`config.mk`:
```
export PLATFORM = sky130hd
export DESIGN_NAME = kpe_keypad_edit
export DESIGN_NICKNAME = d
export VERILOG_FILES = /design/src/design/kpe_pkg.sv /design/src/design/kpe_keypad_edit.sv
export SDC_FILE = /design/constraint.sdc
export NUM_CORES = 1
export LEC_CHECK = 0
export ABC_AREA = 1
export BUFFER_PORTS_ARGS = -buffer_cell sky130_fd_sc_hd__buf_2
export CAP_MARGIN = 20
export CORE_MARGIN = 2
export CORE_UTILIZATION = 62
export CTS_BUF_LIST = sky130_fd_sc_hd__clkbuf_8
export DETAILED_ROUTE_END_ITERATION = 16
export PLACE_DENSITY = 0.85
export SLEW_MARGIN = 20
export SYNTH_ARGS = -nofsm -noshare
export SYNTH_HDL_FRONTEND = slang
export SYNTH_SLANG_ARGS = --single-unit
```
`constraint.sdc`:
```
create_clock -name sys_clk -period 15.6 [get_ports sys_clk]
set_clock_uncertainty 0.2 [all_clocks]
set_input_delay 1.56 -clock sys_clk [delete_from_list [all_inputs] [get_ports sys_clk]]
set_output_delay 1.56 -clock sys_clk [all_outputs]
set_load 0.02 [all_outputs]
```
`src/design/kpe_pkg.sv`:
```
/*
   Shared constants and carriers for the keypad parameter edit and test running block.
   Assumes a 10 MHz system clock and an APB master with 32-bit data.
*/
package kpe_pkg;
   localparam int CLK_PERIOD_NS = 100;
   localparam int LONG_PRESS_NS = 1000000000;
   localparam int BLINK_HALF_NS = 500000000;
   localparam int STORE_PHASE_NS = 250000000;
   localparam int LONG_PRESS_CYC = (LONG_PRESS_NS + CLK_PERIOD_NS - 1) / CLK_PERIOD_NS;
   localparam int BLINK_HALF_CYC = BLINK_HALF_NS / CLK_PERIOD_NS;
   localparam int STORE_PHASE_CYC = STORE_PHASE_NS / CLK_PERIOD_NS;

   localparam logic [7:0] ADDR_CTRL = 8'h00;
   localparam logic [7:0] ADDR_VALUE = 8'h04;
   localparam logic [7:0] ADDR_RANGE_MIN = 8'h08;
   localparam logic [7:0] ADDR_RANGE_MAX = 8'h0c;
   localparam logic [7:0] ADDR_FEED_SPEED = 8'h10;
   localparam logic [7:0] ADDR_STATUS = 8'h14;
   localparam logic [7:0] ADDR_ALARM = 8'h18;
   localparam logic [7:0] ADDR_COMMIT = 8'h1c;

   localparam int CTRL_MODE_LSB = 0;
   localparam int CTRL_DIGITS_LSB = 2;
   localparam int CTRL_SIGNED_BIT = 5;
   localparam int CTRL_WPROT_BIT = 6;
   localparam int CTRL_FUNC_LSB = 8;
   localparam int VALUE_SIGN_BIT = 20;

   localparam logic [1:0] MODE_SELECT = 2'h0;
   localparam logic [1:0] MODE_EDIT = 2'h1;
   localparam logic [1:0] MODE_TEST = 2'h2;

   localparam logic [2:0] RST_DIGITS = 3'h3;
   localparam logic [17:0] RST_RANGE_MIN = 18'h00000;
   localparam logic [17:0] RST_RANGE_MAX = 18'h1869f;
   localparam logic [15:0] RST_FEED_SPEED = 16'h0000;

   localparam int ALARM_W = 15;
   localparam logic [14:0] ALARM_RESETTABLE = 15'h07ff;

   localparam logic [2:0] FN_MANUAL_FEED = 3'h1;
   localparam logic [2:0] FN_POS_RESET = 3'h2;
   localparam logic [2:0] FN_CUM_CLEAR = 3'h3;
   localparam logic [2:0] FN_ALARM_RESET = 3'h4;
   localparam logic [2:0] FN_HIST_CLEAR = 3'h5;
   localparam logic [2:0] FN_PARAM_INIT = 3'h6;

   localparam logic [3:0] SEG_BLANK = 4'ha;
   localparam logic [3:0] SEG_H = 4'hb;
   localparam logic [3:0] SEG_L = 4'hc;
   localparam logic [3:0] SEG_MINUS = 4'hd;

   typedef enum logic [2:0] {
      ST_SELECT = 3'b000,
      ST_EDIT = 3'b001,
      ST_STORE = 3'b010,
      ST_TEST = 3'b011,
      ST_FEED = 3'b100
   } kpe_state_t;

   typedef struct packed {
      logic up;
      logic down;
      logic shift;
      logic enter;
      logic escape;
   } kpe_keys_t;

   typedef struct packed {
      logic run;
      logic forwardCommandInput;
      logic reverseCommandInput;
      logic forcedStop;
      logic regenHot;
      logic overtravelInput;
      logic coast;
   } kpe_seq_t;

   typedef struct packed {
      logic [3:0][3:0] code;
      logic [3:0] lit;
   } kpe_disp_t;

   typedef struct packed {
      logic commit;
      logic feedFwd;
      logic feedRev;
      logic posReset;
      logic cumClear;
      logic alarmReset;
      logic histClear;
      logic paramInit;
   } kpe_test_t;

   typedef struct packed {
      logic psel;
      logic penable;
      logic pwrite;
      logic [7:0] paddr;
      logic [31:0] pwdata;
   } kpe_apb_req_t;

   typedef struct packed {
      logic pready;
      logic [31:0] prdata;
      logic pslverr;
   } kpe_apb_rsp_t;

   typedef struct packed {
      kpe_keys_t keySync1;
      kpe_keys_t keySync2;
      kpe_keys_t keyPrev;
      kpe_seq_t seqSync1;
      kpe_seq_t seqSync2;
      kpe_state_t state;
      logic [2:0] digits;
      logic signedPar;
      logic writeProt;
      logic [2:0] funcSel;
      logic [4:0][3:0] bcd;
      logic neg;
      logic [17:0] rangeMin;
      logic [17:0] rangeMax;
      logic [15:0] feedSpeed;
      logic [2:0] sel;
      logic upperHalf;
      logic [23:0] holdCnt;
      logic holdFired;
      logic [23:0] blinkCnt;
      logic blinkOn;
      logic [23:0] storeCnt;
      logic [2:0] storePhase;
      logic reject;
      logic [14:0] alarms;
      logic [17:0] committed;
      kpe_disp_t disp;
      kpe_test_t test;
      logic [31:0] prdata;
      logic pslverr;
   } kpe_regs_t;
endpackage : kpe_pkg

```
`src/design/kpe_keypad_edit.sv`:
```
/*
   Keypad front end: parameter display and digit editing, long-press store with range check,
   and the test running functions, with an APB register file.
   Assumes keys and sequence inputs arrive asynchronously from pins, while motor motion and
   alarm raise strobes come from the servo core on sys_clk.
*/
// The APB slave port and the register offsets were left to the implementer.
`timescale 1ns/1ns
module kpe_keypad_edit #(
   parameter int LONG_PRESS_CYC = kpe_pkg::LONG_PRESS_CYC,
   parameter int BLINK_HALF_CYC = kpe_pkg::BLINK_HALF_CYC,
   parameter int STORE_PHASE_CYC = kpe_pkg::STORE_PHASE_CYC
) (
   input wire logic sys_clk,
   input wire logic reset,
   input wire kpe_pkg::kpe_apb_req_t apbReq,
   output kpe_pkg::kpe_apb_rsp_t apbRsp,
   input wire kpe_pkg::kpe_keys_t keysIn,
   input wire kpe_pkg::kpe_seq_t seqIn,
   input wire logic motorRotating,
   input wire logic [14:0] alarmRaise,
   output kpe_pkg::kpe_disp_t disp,
   output logic rejectIndication,
   output logic [15:0] feedSpeed,
   output kpe_pkg::kpe_test_t testOut,
   output logic [17:0] commitValue
);
   kpe_pkg::kpe_regs_t st_r;
   kpe_pkg::kpe_regs_t st_nxt;

   function automatic logic [3:0] digitStep(input logic [3:0] d, input logic up);
      logic [3:0] r;
      if (up) begin
         r = (d >= 4'h9) ? 4'h0 : 4'(d + 4'h1);
      end else begin
         r = (d == 4'h0) ? 4'h9 : 4'(d - 4'h1);
      end
      return r;
   endfunction : digitStep

   function automatic logic [17:0] bcdValue(input logic [4:0][3:0] b, input logic n);
      logic [16:0] mag;
      mag = 17'h0;
      for (int i = 4; i >= 0; i--) begin
         mag = 17'(mag * 17'h0000a + {13'h0, b[i]});
      end
      return n ? 18'(-{1'b0, mag}) : {1'b0, mag};
   endfunction : bcdValue

   function automatic logic [3:0] digitAt(input logic [4:0][3:0] b, input logic [2:0] idx,
                                          input logic [2:0] cnt);
      logic [3:0] r;
      r = kpe_pkg::SEG_BLANK;
      if (idx < cnt && idx <= 3'h4) begin
         r = b[idx];
      end
      return r;
   endfunction : digitAt

   function automatic logic [1:0] modeOf(input kpe_pkg::kpe_state_t s);
      logic [1:0] m;
      case (s)
         kpe_pkg::ST_EDIT, kpe_pkg::ST_STORE: m = kpe_pkg::MODE_EDIT;
         kpe_pkg::ST_TEST, kpe_pkg::ST_FEED: m = kpe_pkg::MODE_TEST;
         default: m = kpe_pkg::MODE_SELECT;
      endcase
      return m;
   endfunction : modeOf

   function automatic logic inUpper(input logic [2:0] pos);
      return pos >= 3'h3;
   endfunction : inUpper

   function automatic logic isSplit(input logic [2:0] n);
      return n > 3'h3;
   endfunction : isSplit

   // A count outside one to five would let the edit position index past the five stored digits.
   function automatic logic [2:0] digitCount(input logic [2:0] n);
      logic [2:0] r;
      r = n;
      if (n == 3'h0) begin
         r = 3'h1;
      end else if (n > 3'h5) begin
         r = 3'h5;
      end
      return r;
   endfunction : digitCount

   always_comb begin
      kpe_pkg::kpe_keys_t press;
      logic longPress;
      logic moveBlock;
      logic safetyStop;
      logic [17:0] value;
      logic [2:0] nextSel;
      logic [2:0] selPos;
      logic [2:0] idx;
      logic [14:0] alarmClr;
      logic mapped;
      logic [31:0] rd;
      logic initBlock;
      press = '0;
      longPress = 1'b0;
      moveBlock = 1'b0;
      safetyStop = 1'b0;
      value = 18'h0;
      nextSel = 3'h0;
      selPos = 3'h0;
      idx = 3'h0;
      alarmClr = 15'h0;
      mapped = 1'b0;
      rd = 32'h0;
      initBlock = 1'b0;
      st_nxt = st_r;
      st_nxt.test = '0;

      st_nxt.keySync1 = keysIn;
      st_nxt.keySync2 = st_r.keySync1;
      st_nxt.keyPrev = st_r.keySync2;
      st_nxt.seqSync1 = seqIn;
      st_nxt.seqSync2 = st_r.seqSync1;
      press = kpe_pkg::kpe_keys_t'(st_r.keySync2 & ~st_r.keyPrev);

      // Only a hold reaching the full count fires, and only once; release clears the count.
      if (st_r.keySync2.enter) begin
         if (!st_r.holdFired) begin
            if (st_r.holdCnt == 24'(LONG_PRESS_CYC - 1)) begin
               longPress = 1'b1;
               st_nxt.holdFired = 1'b1;
            end else begin
               st_nxt.holdCnt = 24'(st_r.holdCnt + 24'h1);
            end
         end
      end else begin
         st_nxt.holdCnt = 24'h0;
         st_nxt.holdFired = 1'b0;
      end

      if (st_r.blinkCnt == 24'(BLINK_HALF_CYC - 1)) begin
         st_nxt.blinkCnt = 24'h0;
         st_nxt.blinkOn = ~st_r.blinkOn;
      end else begin
         st_nxt.blinkCnt = 24'(st_r.blinkCnt + 24'h1);
      end

      if (press != '0) begin
         st_nxt.reject = 1'b0;
      end

      safetyStop = st_r.seqSync2.forcedStop | st_r.seqSync2.regenHot | st_r.seqSync2.overtravelInput |
                   st_r.seqSync2.coast;
      moveBlock = (st_r.seqSync2.run & (st_r.seqSync2.forwardCommandInput |
                   st_r.seqSync2.reverseCommandInput)) | motorRotating;
      value = bcdValue(st_r.bcd, st_r.neg);
      nextSel = (st_r.sel >= 3'(st_r.digits - 3'h1)) ? 3'h0 : 3'(st_r.sel + 3'h1);

      case (st_r.state)
         kpe_pkg::ST_EDIT: begin
            if (press.escape) begin
               st_nxt.state = kpe_pkg::ST_SELECT;
            end else if (longPress) begin
               if ($signed(value) < $signed(st_r.rangeMin) || $signed(value) > $signed(st_r.rangeMax)) begin
                  st_nxt.reject = 1'b1;
               end else begin
                  st_nxt.committed = value;
                  st_nxt.test.commit = 1'b1;
                  st_nxt.state = kpe_pkg::ST_STORE;
                  st_nxt.storeCnt = 24'h0;
                  st_nxt.storePhase = 3'h0;
               end
            end else if (press.up || press.down) begin
               st_nxt.bcd[st_r.sel] = digitStep(st_r.bcd[st_r.sel], press.up);
            end else if (press.shift) begin
               st_nxt.sel = nextSel;
               st_nxt.upperHalf = inUpper(nextSel);
            end
         end
         kpe_pkg::ST_STORE: begin
            if (press.escape) begin
               st_nxt.state = kpe_pkg::ST_SELECT;
            end else if (st_r.storeCnt == 24'(STORE_PHASE_CYC - 1)) begin
               st_nxt.storeCnt = 24'h0;
               if (st_r.storePhase == 3'h5) begin
                  st_nxt.state = kpe_pkg::ST_EDIT;
               end else begin
                  st_nxt.storePhase = 3'(st_r.storePhase + 3'h1);
               end
            end else begin
               st_nxt.storeCnt = 24'(st_r.storeCnt + 24'h1);
            end
         end
         kpe_pkg::ST_TEST: begin
            if (press.escape) begin
               st_nxt.state = kpe_pkg::ST_SELECT;
            end else if (longPress) begin
               case (st_r.funcSel)
                  kpe_pkg::FN_MANUAL_FEED: begin
                     if (moveBlock) begin
                        st_nxt.reject = 1'b1;
                     end else begin
                        st_nxt.state = kpe_pkg::ST_FEED;
                     end
                  end
                  kpe_pkg::FN_POS_RESET: begin
                     st_nxt.reject = moveBlock;
                     st_nxt.test.posReset = ~moveBlock;
                  end
                  kpe_pkg::FN_CUM_CLEAR: begin
                     st_nxt.reject = moveBlock;
                     st_nxt.test.cumClear = ~moveBlock;
                  end
                  kpe_pkg::FN_ALARM_RESET: begin
                     alarmClr = kpe_pkg::ALARM_RESETTABLE;
                     st_nxt.test.alarmReset = 1'b1;
                  end
                  kpe_pkg::FN_HIST_CLEAR: begin
                     st_nxt.test.histClear = 1'b1;
                  end
                  kpe_pkg::FN_PARAM_INIT: begin
                     initBlock = st_r.seqSync2.run | st_r.writeProt;
                     st_nxt.reject = initBlock;
                     st_nxt.test.paramInit = ~initBlock;
                  end
                  default: begin
                     st_nxt.reject = 1'b1;
                  end
               endcase
            end
         end
         kpe_pkg::ST_FEED: begin
            // The safety inputs cut feed at once rather than waiting for the operator.
            st_nxt.test.feedFwd = st_r.keySync2.up & ~st_r.keySync2.down & ~safetyStop;
            st_nxt.test.feedRev = st_r.keySync2.down & ~st_r.keySync2.up & ~safetyStop;
            if (press.escape) begin
               st_nxt.state = kpe_pkg::ST_TEST;
               st_nxt.test.feedFwd = 1'b0;
               st_nxt.test.feedRev = 1'b0;
            end
         end
         default: begin
            st_nxt.state = kpe_pkg::ST_SELECT;
         end
      endcase

      // A raise in the same cycle as a reset keeps its alarm latched.
      st_nxt.alarms = (st_r.alarms & ~alarmClr) | alarmRaise;

      for (int p = 0; p < 3; p++) begin
         idx = st_r.upperHalf ? 3'(p + 3) : 3'(p);
         st_nxt.disp.code[p] = digitAt(st_r.bcd, idx, st_r.digits);
      end
      if (isSplit(st_r.digits)) begin
         if (st_r.upperHalf) begin
            st_nxt.disp.code[3] = (st_r.signedPar && st_r.neg) ? kpe_pkg::SEG_MINUS : kpe_pkg::SEG_H;
         end else begin
            st_nxt.disp.code[3] = kpe_pkg::SEG_L;
         end
      end else begin
         st_nxt.disp.code[3] = (st_r.signedPar && st_r.neg) ? kpe_pkg::SEG_MINUS : kpe_pkg::SEG_BLANK;
      end
      selPos = inUpper(st_r.sel) ? 3'(st_r.sel - 3'h3) : st_r.sel;
      case (st_r.state)
         kpe_pkg::ST_EDIT: begin
            st_nxt.disp.lit = 4'hf;
            st_nxt.disp.lit[selPos[1:0]] = st_r.blinkOn;
         end
         kpe_pkg::ST_STORE: st_nxt.disp.lit = st_r.storePhase[0] ? 4'hf : 4'h0;
         default: st_nxt.disp.lit = 4'h0;
      endcase

      // Read data is captured in the setup cycle so the access phase needs no wait state.
      case (apbReq.paddr)
         kpe_pkg::ADDR_CTRL: rd = {21'h0, st_r.funcSel, 1'b0, st_r.writeProt, st_r.signedPar, st_r.digits,
                                   modeOf(st_r.state)};
         kpe_pkg::ADDR_VALUE: rd = {11'h0, st_r.neg, st_r.bcd};
         kpe_pkg::ADDR_RANGE_MIN: rd = {14'h0, st_r.rangeMin};
         kpe_pkg::ADDR_RANGE_MAX: rd = {14'h0, st_r.rangeMax};
         kpe_pkg::ADDR_FEED_SPEED: rd = {16'h0, st_r.feedSpeed};
         kpe_pkg::ADDR_STATUS: rd = {24'h0, 1'b0, st_r.blinkOn, st_r.state == kpe_pkg::ST_FEED,
                                     st_r.state == kpe_pkg::ST_STORE, st_r.reject, st_r.state};
         kpe_pkg::ADDR_ALARM: rd = {17'h0, st_r.alarms};
         kpe_pkg::ADDR_COMMIT: rd = {14'h0, st_r.committed};
         default: rd = 32'h0;
      endcase
      mapped = (apbReq.paddr[1:0] == 2'h0) && (apbReq.paddr <= kpe_pkg::ADDR_COMMIT);
      if (apbReq.psel && !apbReq.penable) begin
         st_nxt.prdata = rd;
         st_nxt.pslverr = ~mapped;
      end

      if (apbReq.psel && apbReq.penable && apbReq.pwrite) begin
         case (apbReq.paddr)
            kpe_pkg::ADDR_CTRL: begin
               st_nxt.digits = digitCount(apbReq.pwdata[kpe_pkg::CTRL_DIGITS_LSB +: 3]);
               st_nxt.signedPar = apbReq.pwdata[kpe_pkg::CTRL_SIGNED_BIT];
               st_nxt.writeProt = apbReq.pwdata[kpe_pkg::CTRL_WPROT_BIT];
               st_nxt.funcSel = apbReq.pwdata[kpe_pkg::CTRL_FUNC_LSB +: 3];
               st_nxt.test.feedFwd = 1'b0;
               st_nxt.test.feedRev = 1'b0;
               case (apbReq.pwdata[kpe_pkg::CTRL_MODE_LSB +: 2])
                  kpe_pkg::MODE_EDIT: begin
                     st_nxt.state = kpe_pkg::ST_EDIT;
                     st_nxt.upperHalf = isSplit(st_nxt.digits);
                     st_nxt.sel = st_nxt.upperHalf ? 3'h3 : 3'h0;
                  end
                  kpe_pkg::MODE_TEST: st_nxt.state = kpe_pkg::ST_TEST;
                  default: st_nxt.state = kpe_pkg::ST_SELECT;
               endcase
            end
            kpe_pkg::ADDR_VALUE: begin
               st_nxt.bcd = apbReq.pwdata[19:0];
               st_nxt.neg = apbReq.pwdata[kpe_pkg::VALUE_SIGN_BIT];
            end
            kpe_pkg::ADDR_RANGE_MIN: st_nxt.rangeMin = apbReq.pwdata[17:0];
            kpe_pkg::ADDR_RANGE_MAX: st_nxt.rangeMax = apbReq.pwdata[17:0];
            kpe_pkg::ADDR_FEED_SPEED: st_nxt.feedSpeed = apbReq.pwdata[15:0];
            default: begin
            end
         endcase
      end
   end

   always_ff @(posedge sys_clk) begin
      if (reset) begin
         st_r <= '0;
         st_r.state <= kpe_pkg::ST_SELECT;
         st_r.digits <= kpe_pkg::RST_DIGITS;
         st_r.rangeMin <= kpe_pkg::RST_RANGE_MIN;
         st_r.rangeMax <= kpe_pkg::RST_RANGE_MAX;
         st_r.feedSpeed <= kpe_pkg::RST_FEED_SPEED;
         st_r.blinkOn <= 1'b1;
      end else begin
         st_r <= st_nxt;
      end
   end

   assign apbRsp.pready = 1'b1;
   assign apbRsp.prdata = st_r.prdata;
   assign apbRsp.pslverr = st_r.pslverr;
   assign disp = st_r.disp;
   assign rejectIndication = st_r.reject;
   assign feedSpeed = st_r.feedSpeed;
   assign testOut = st_r.test;
   assign commitValue = st_r.committed;
endmodule : kpe_keypad_edit

```
; Word-level counts from Yosys, hierarchy flattened
; Index checks and enable logic that the tools add are counted.
[totals]
out_inout_bits = 97
rom_bits = 0
latch_bits = 0
mem_bits_rw = 0
word_cells = 325
input_bits = 73
regBits = 289
memories = 0
[op_classes]
div_mod_pow = 0
eq_ne = 29
multipliers = 4
shifts = 0
order_cmp = 23
addsub = 14
n_reduce_logical = 42
n_bitwise = 39
mux = 102
[op_table]
columns = operator, n
row1 = $pmux 21 s8, 1
row2 = $mux 4, 24
row3 = $mux 88, 1
row4 = $mux 20, 4
row5 = $add 24x1->24 const B, 3
row6 = $mux 3, 23
row7 = $mux 28, 2
row8 = $mux 11, 5
row9 = $mux 18, 3
row10 = $mux 27, 2
row11 = $pmux 27 s2, 1
row12 = $bmux 4 s3, 4
row13 = $add 17x4->17, 2
row14 = $eq 8x5->1 const B, 4
row15 = $eq 24x22->1 const B, 1
row16 = $eq 24x23->1 const B, 1
row17 = $eq 24x24->1 const B, 1
row18 = $mux 24, 1
row19 = $mux 21, 1
row20 = $not 1->1, 21
row21 = $bwmux 20, 1
row22 = $gt 18x18->1, 1
row23 = $lt 18x18->1, 1
row24 = $neg 17->18, 1
row25 = 69 further kinds, 144

; Longest topological paths before layout
[depth]
ltp_word = 18
depth_mapped = 66
mapped_depth_nobuf = 65

; Worst setup path before layout
; Ideal clock, no wire load.
[synth_timing]
kind = register -> register
start = reg st_r[246] (netlist bit)
end = reg st_r[99] (netlist bit)
arrival_time_ns = 8.023
setup_time_ns = 0.123
required_ns = 15.277
setup_slack_ns = 7.255
path_buffers = 2
synth_period_minus_slack_ns = 8.345
path_stages_with_launch = 59
cell_sequence = dfxtp_1 ha_1 ha_1 inv_1 fa_1 nor2_1 inv_1 nor2_1 xor2_1 ha_1 ha_1 a21oi_1 nand3_1 nand2_1 inv_1 nor2_1 xor2_1 ha_1 [... 23 more ...] nand3_1 nand2_1 inv_1 ha_1 nand2_1 inv_1 nand3_1 nor2_1 o2111ai_1 nand3_1 xnor2_1 nand2_1 nand2_1 nand2_1 buf_2 o21ai_1 buf_2 a211oi_1
[synth_via]
elab_chain_len = 14
word_cells_on_any_way = 15
classes_between = add/sub (5) / mul (4) / order compare (2) / eq/ne (1) / mux (1) / reduce/logical (2)
[synth_rtl]
columns = item, line_no
row1 = start: declaration, kpe_keypad_edit.sv:28  ; kpe_pkg::kpe_regs_t st_r;
row2 = start signal: assignment, kpe_keypad_edit.sv:334  ; st_r <= st_nxt;
row3 = $mul 4x3->7 *, kpe_keypad_edit.sv:45  ; mag = 17'(mag * 17'h0000a + {13'h0, b[i]});
row4 = $add 8x4->9 *, kpe_keypad_edit.sv:45
row5 = $mul 9x3->12 *, kpe_keypad_edit.sv:45
row6 = $add 13x4->14 *, kpe_keypad_edit.sv:45
row7 = $mul 14x3->16 *, kpe_keypad_edit.sv:45
row8 = $add 17x4->17 *, kpe_keypad_edit.sv:45
row9 = $mul 17x3->16 *, kpe_keypad_edit.sv:45
row10 = $add 17x4->17 *, kpe_keypad_edit.sv:45
row11 = $neg 17->18, kpe_keypad_edit.sv:47  ; return n ? 18'(-{1'b0, mag}) : {1'b0, mag};
row12 = $mux 18 *, kpe_keypad_edit.sv:47
row13 = $lt 18x18->1 or $gt 18x18->1 (tied branches), kpe_keypad_edit.sv:163  ; if ($signed(value) < $signed(st_r.rangeMin) || $signed(value) > $signed(st_r.rangeMax)) begin
row14 = $logic_or 1x1->1 *, kpe_keypad_edit.sv:163
row15 = $ne 2x2->1 (no source line) *, n/a
row16 = $reduce_and 5->1 (no source line) *, n/a
; Every way passes the cells marked *; elsewhere a longest branch is shown, timed or not.
; A chain may end at the register's enable or synchronous reset.

; Worst setup path in the final report
[layout_timing]
start = reg st_r[248] (netlist bit)
end = reg st_r[117] (netlist bit)
; Same word-level chain as after synthesis.

==> results by group <==
Synth
  – Parity-gate share of the synthesized area counting xor and xnor cells: 3.30%
  – Primary flip-flop cell chosen by synthesis mapping: sky130_fd_sc_hd__dfxtp_1
  – Sequential cell area fraction in the yosys report: 31.0%
  – Combinational family with the most area after synthesis: simple AND/OR/NAND/NOR gates
  – EDFF count, synth: 0
  – Synthesized area per cell: 6.83 µm²
  – Basic-gate share of the synthesized area counting and, or, nand and nor cells: 25.5%
  – Synth Register Bits: 278
  – Number of distinct library cells after synthesis: 61
  – Warning count from the yosys run: 0
  – Adder-Cell Fraction of Synth Area: 10.2%
  – Synth Area in Compound Gates: 15.7%
  – Share of flip-flops with an asynchronous set or reset after synthesis: 0%
  – Netlist area before placement: 18000 µm²
  – Synthesized instance count: 2631
  – Post-synthesis mux area share: 0%

GRT
  – Via count of the first global-routing pass: 16900
  – Global-route wire length before repair: 80100 µm
  – All-Layer GR Usage: 31.8%
  – Maximum number of pins on one net before global-route repair: 86
  – Total overflow reported by the global router: 0
  – Initial antenna violation count: 2

Setup path
  – FF-to-FF path depth: 59
  – Setup slack on the worst flop-to-flop path: 4.51 ns
  – Type of destination of the critical path: register
  – Library cell appearing most often on the critical path: sky130_fd_sc_hd__nand2_1
  – Reg-to-reg critical path endpoint: st_r[117]$_SDFFE_PP0P_
  – Startpoint Class: register
  – Largest stage delay on the critical path: 0.62 ns
  – Data required time of the critical path: 15.86 ns
  – Highest net fanout along the worst path: 20
  – Arrival time worst endpoint: 11.35 ns
  – Crit Path Class: register to register
  – Reg2Reg Launch Point: st_r[248]$_SDFF_PP0_
  – Worst path slowest cell: sky130_fd_sc_hd__clkinv_1

Finish
  – Diodes inserted: 0
  – Final standard cell area without fillers: 19200 µm²
  – Most common library cell in the layout ignoring fill and taps: sky130_fd_sc_hd__nand2_1
  – Layout-stage area growth over the synthesis result: 6.99%
  – Leading cell types in the layout, fill and taps excluded: sky130_fd_sc_hd__nand2_1, sky130_fd_sc_hd__inv_1, sky130_fd_sc_hd__dfxtp_1
  – Fill cell instance count of the final layout: 2523
  – Nets: 2902
  – Share of cells above drive strength 1: 10.1%

Flow run
  – Reported max-cap violation count: 0

CTS
  – Number of buffers created by CTS: 47
  – Buffer cell driving the clock tree root: sky130_fd_sc_hd__clkbuf_8
  – CTS clk-pin slew, worst paths: 0.06 ns
  – # clock sinks: 278
  – Clock latency at the later pin of the worst-skew pair: 0.59 ns
  – Maximum buffer depth of the clock tree: 3
  – # H-tree levels: 2
  – Cells resized by post-CTS repair: 0
  – TritonCTS clock tree: done
  – Buffers inserted during post-CTS setup optimization: 0
  – CTS hold repair buffers: 0

Place
  – Post-Place Cell Area: 18300 µm²
  – DPL Wire Length: 37700 µm
  – Final estimated routing congestion in global placement: 0.974
  – Pre-CTS setup slack: 4.67 ns
  – Number of buffer cells added on primary ports: 146

Routing
  – Drt wl/cell: 16.0 µm
  – Initial DRT Pass Iterations: 6
  – Number of nets with antenna violations after detailed routing: 0
  – Vias after detailed routing: 17700
  – Mean number of vias per cell: 5.70
  – DRC errors left: 0
  – DR iter-0 viols: 1650
  – Detailed Route WL: 49500 µm

STA
  – Max-slew headroom at the worst pin: 31.3%
  – RSZ-0062 raised after global routing: no
  – Highest clock rate: 0.0902 GHz
  – Sum of negative setup slack: 0 ns
  – Final hold vios: 0
  – Count of endpoints failing setup in the final report: 0
  – Transition time at the pin with the least slew margin: 1.03 ns
  – Post-layout min period: 11.09 ns
  – Final Max Slew Viols: 0
  – Final critical-path setup slack: 4.51 ns
  – Final Cycle Share: 71.1%

Min path
  – Hold worst-path end: st_r[266]$_SDFF_PP0_
  – HP Start: st_nxt[266]$_SDFF_PP0_
  – Hold path depth: 2
  – Path category of the worst min-delay check: register to register

Die
  – Floorplan Core Area: 28600 µm²
  – Initial Utilization: 62.8%
  – DIE HEIGHT: 174 µm
  – Number of primary I/O pins: 170
  – Die width: 174 µm
  – Die area: 30400 µm²
  – Std cell rows: 62

Pwr
  – VDD IR max: 0.0716 mV
  – Power per cell area: 74.2 nW/µm²
  – Leakage: 0.00904 µW

Run status
  – Run status: finished clean
==> how the worst max path moves through the flow <==
| stage | end | start |
|---|---|---|
| after floorplan | st_r[99]$_SDFFE_PP0P_ | st_r[246]$_SDFF_PP0_ |
| after global placement | st_r[117]$_SDFFE_PP0P_ | st_r[248]$_SDFF_PP0_ |
| after detailed placement | st_r[117]$_SDFFE_PP0P_ | st_r[248]$_SDFF_PP0_ |
| after CTS | st_r[117]$_SDFFE_PP0P_ | st_r[248]$_SDFF_PP0_ |
| after global routing | st_r[113]$_SDFFE_PP0P_ | st_r[248]$_SDFF_PP0_ |
| final | st_r[117]$_SDFFE_PP0P_ | st_r[248]$_SDFF_PP0_ |
==> worst max-delay path, delay by kind of cell (launching register included) <==
kind,cells,cell delay [ns]
simple gates,31,4.34
fa+ha+maj,10,3.23
buf+inv,10,1.27
xor+xnor,4,0.74
compound gates,4,0.70
flops,1,0.53
==> routing by layer <==
metal / wire length, µm / track usage, % / up-vias
met3: 4040 / 5.14 / 197
li1: - / - / 8620
met4: 2360 / 15.3 / 4
met1: 20200 / 39.4 / 8106
met5: 19 / 0 / -
met2: 22900 / 53.9 / 748
==> report_power, final <==
group	total, µW	switching [µW]	internal (µW)
logic	62.0	43.8	18.3
clock network	642	300	342
registers	722	3.73	718
total	1430	347	1080
==> final cells by class <==
class	count	area, µm²	share of cell area (%)
repair buffers	152	778	4.05
flip-flops and latches	278	5570	29.0
clock buffers	56	771	4.01
inverters	425	1600	8.30
well taps	384	480	2.50
multi-input cells	1783	9890	51.5
clock inverters	24	140	0.729
==> logic make-up (layout without fill, tap and decap cells) <==
group                      count (synthesis)  after routing
and+or+nand+nor                         1056           1056
buffers and inverters                    581            657
AOI/OAI and AO/OA                        506            506
DFF                                      278            278
adders and majority gates                142            142
xor gates and xnor gates                  66             66
other                                      2             13
==> registers in the layout, summed over array words and instances (netlist names) <==
signal / flops
st_r: 176
apbRsp: 22
disp: 20
commitValue: 18
st_nxt: 17
feedSpeed: 16
testOut: 8
rejectIndication: 1
==> synthesized netlist by cell type, drive strengths merged (8+ instances only) <==
| cell | n | area share (%) |
|---|---|---|
| nand2 | 512 | 11 |
| nand4 | 52 | 1.8 |
| dfxtp | 278 | 31 |
| o22ai | 19 | 0.66 |
| fa | 8 | 0.89 |
| inv | 422 | 8.8 |
| a221oi | 12 | 0.59 |
| xnor2 | 25 | 1.3 |
| nor3b | 9 | 0.38 |
| o211ai | 17 | 0.71 |
| a21oi | 232 | 6.5 |
| nand3 | 113 | 3.2 |
| nor3 | 63 | 1.8 |
| o21a | 8 | 0.33 |
| nor4 | 28 | 1.0 |
| a211oi | 9 | 0.38 |
| o21ai | 169 | 4.7 |
| buf | 108 | 4.3 |
| xor2 | 41 | 2.0 |
| clkbuf | 48 | 1.0 |
| ha | 134 | 9.3 |
| nor2 | 264 | 5.8 |
| a31oi | 9 | 0.31 |
==> metrics by stage <==
step / total power [µW] / hold WS, ns / util, % / cells
finish: 1430 / 0.196 / 67.1 / 3102
global route: 1470 / 0.208 / 67.1 / 3102
CTS: 1430 / 0.196 / 67.1 / 3102
detailed placement: 797 / 0.192 / 64.0 / 3022
global placement: 796 / 0.189 / 64.0 / 3022
floorplan: 777 / 0.188 / - / 2642
(Power assumes the default switching activity.)
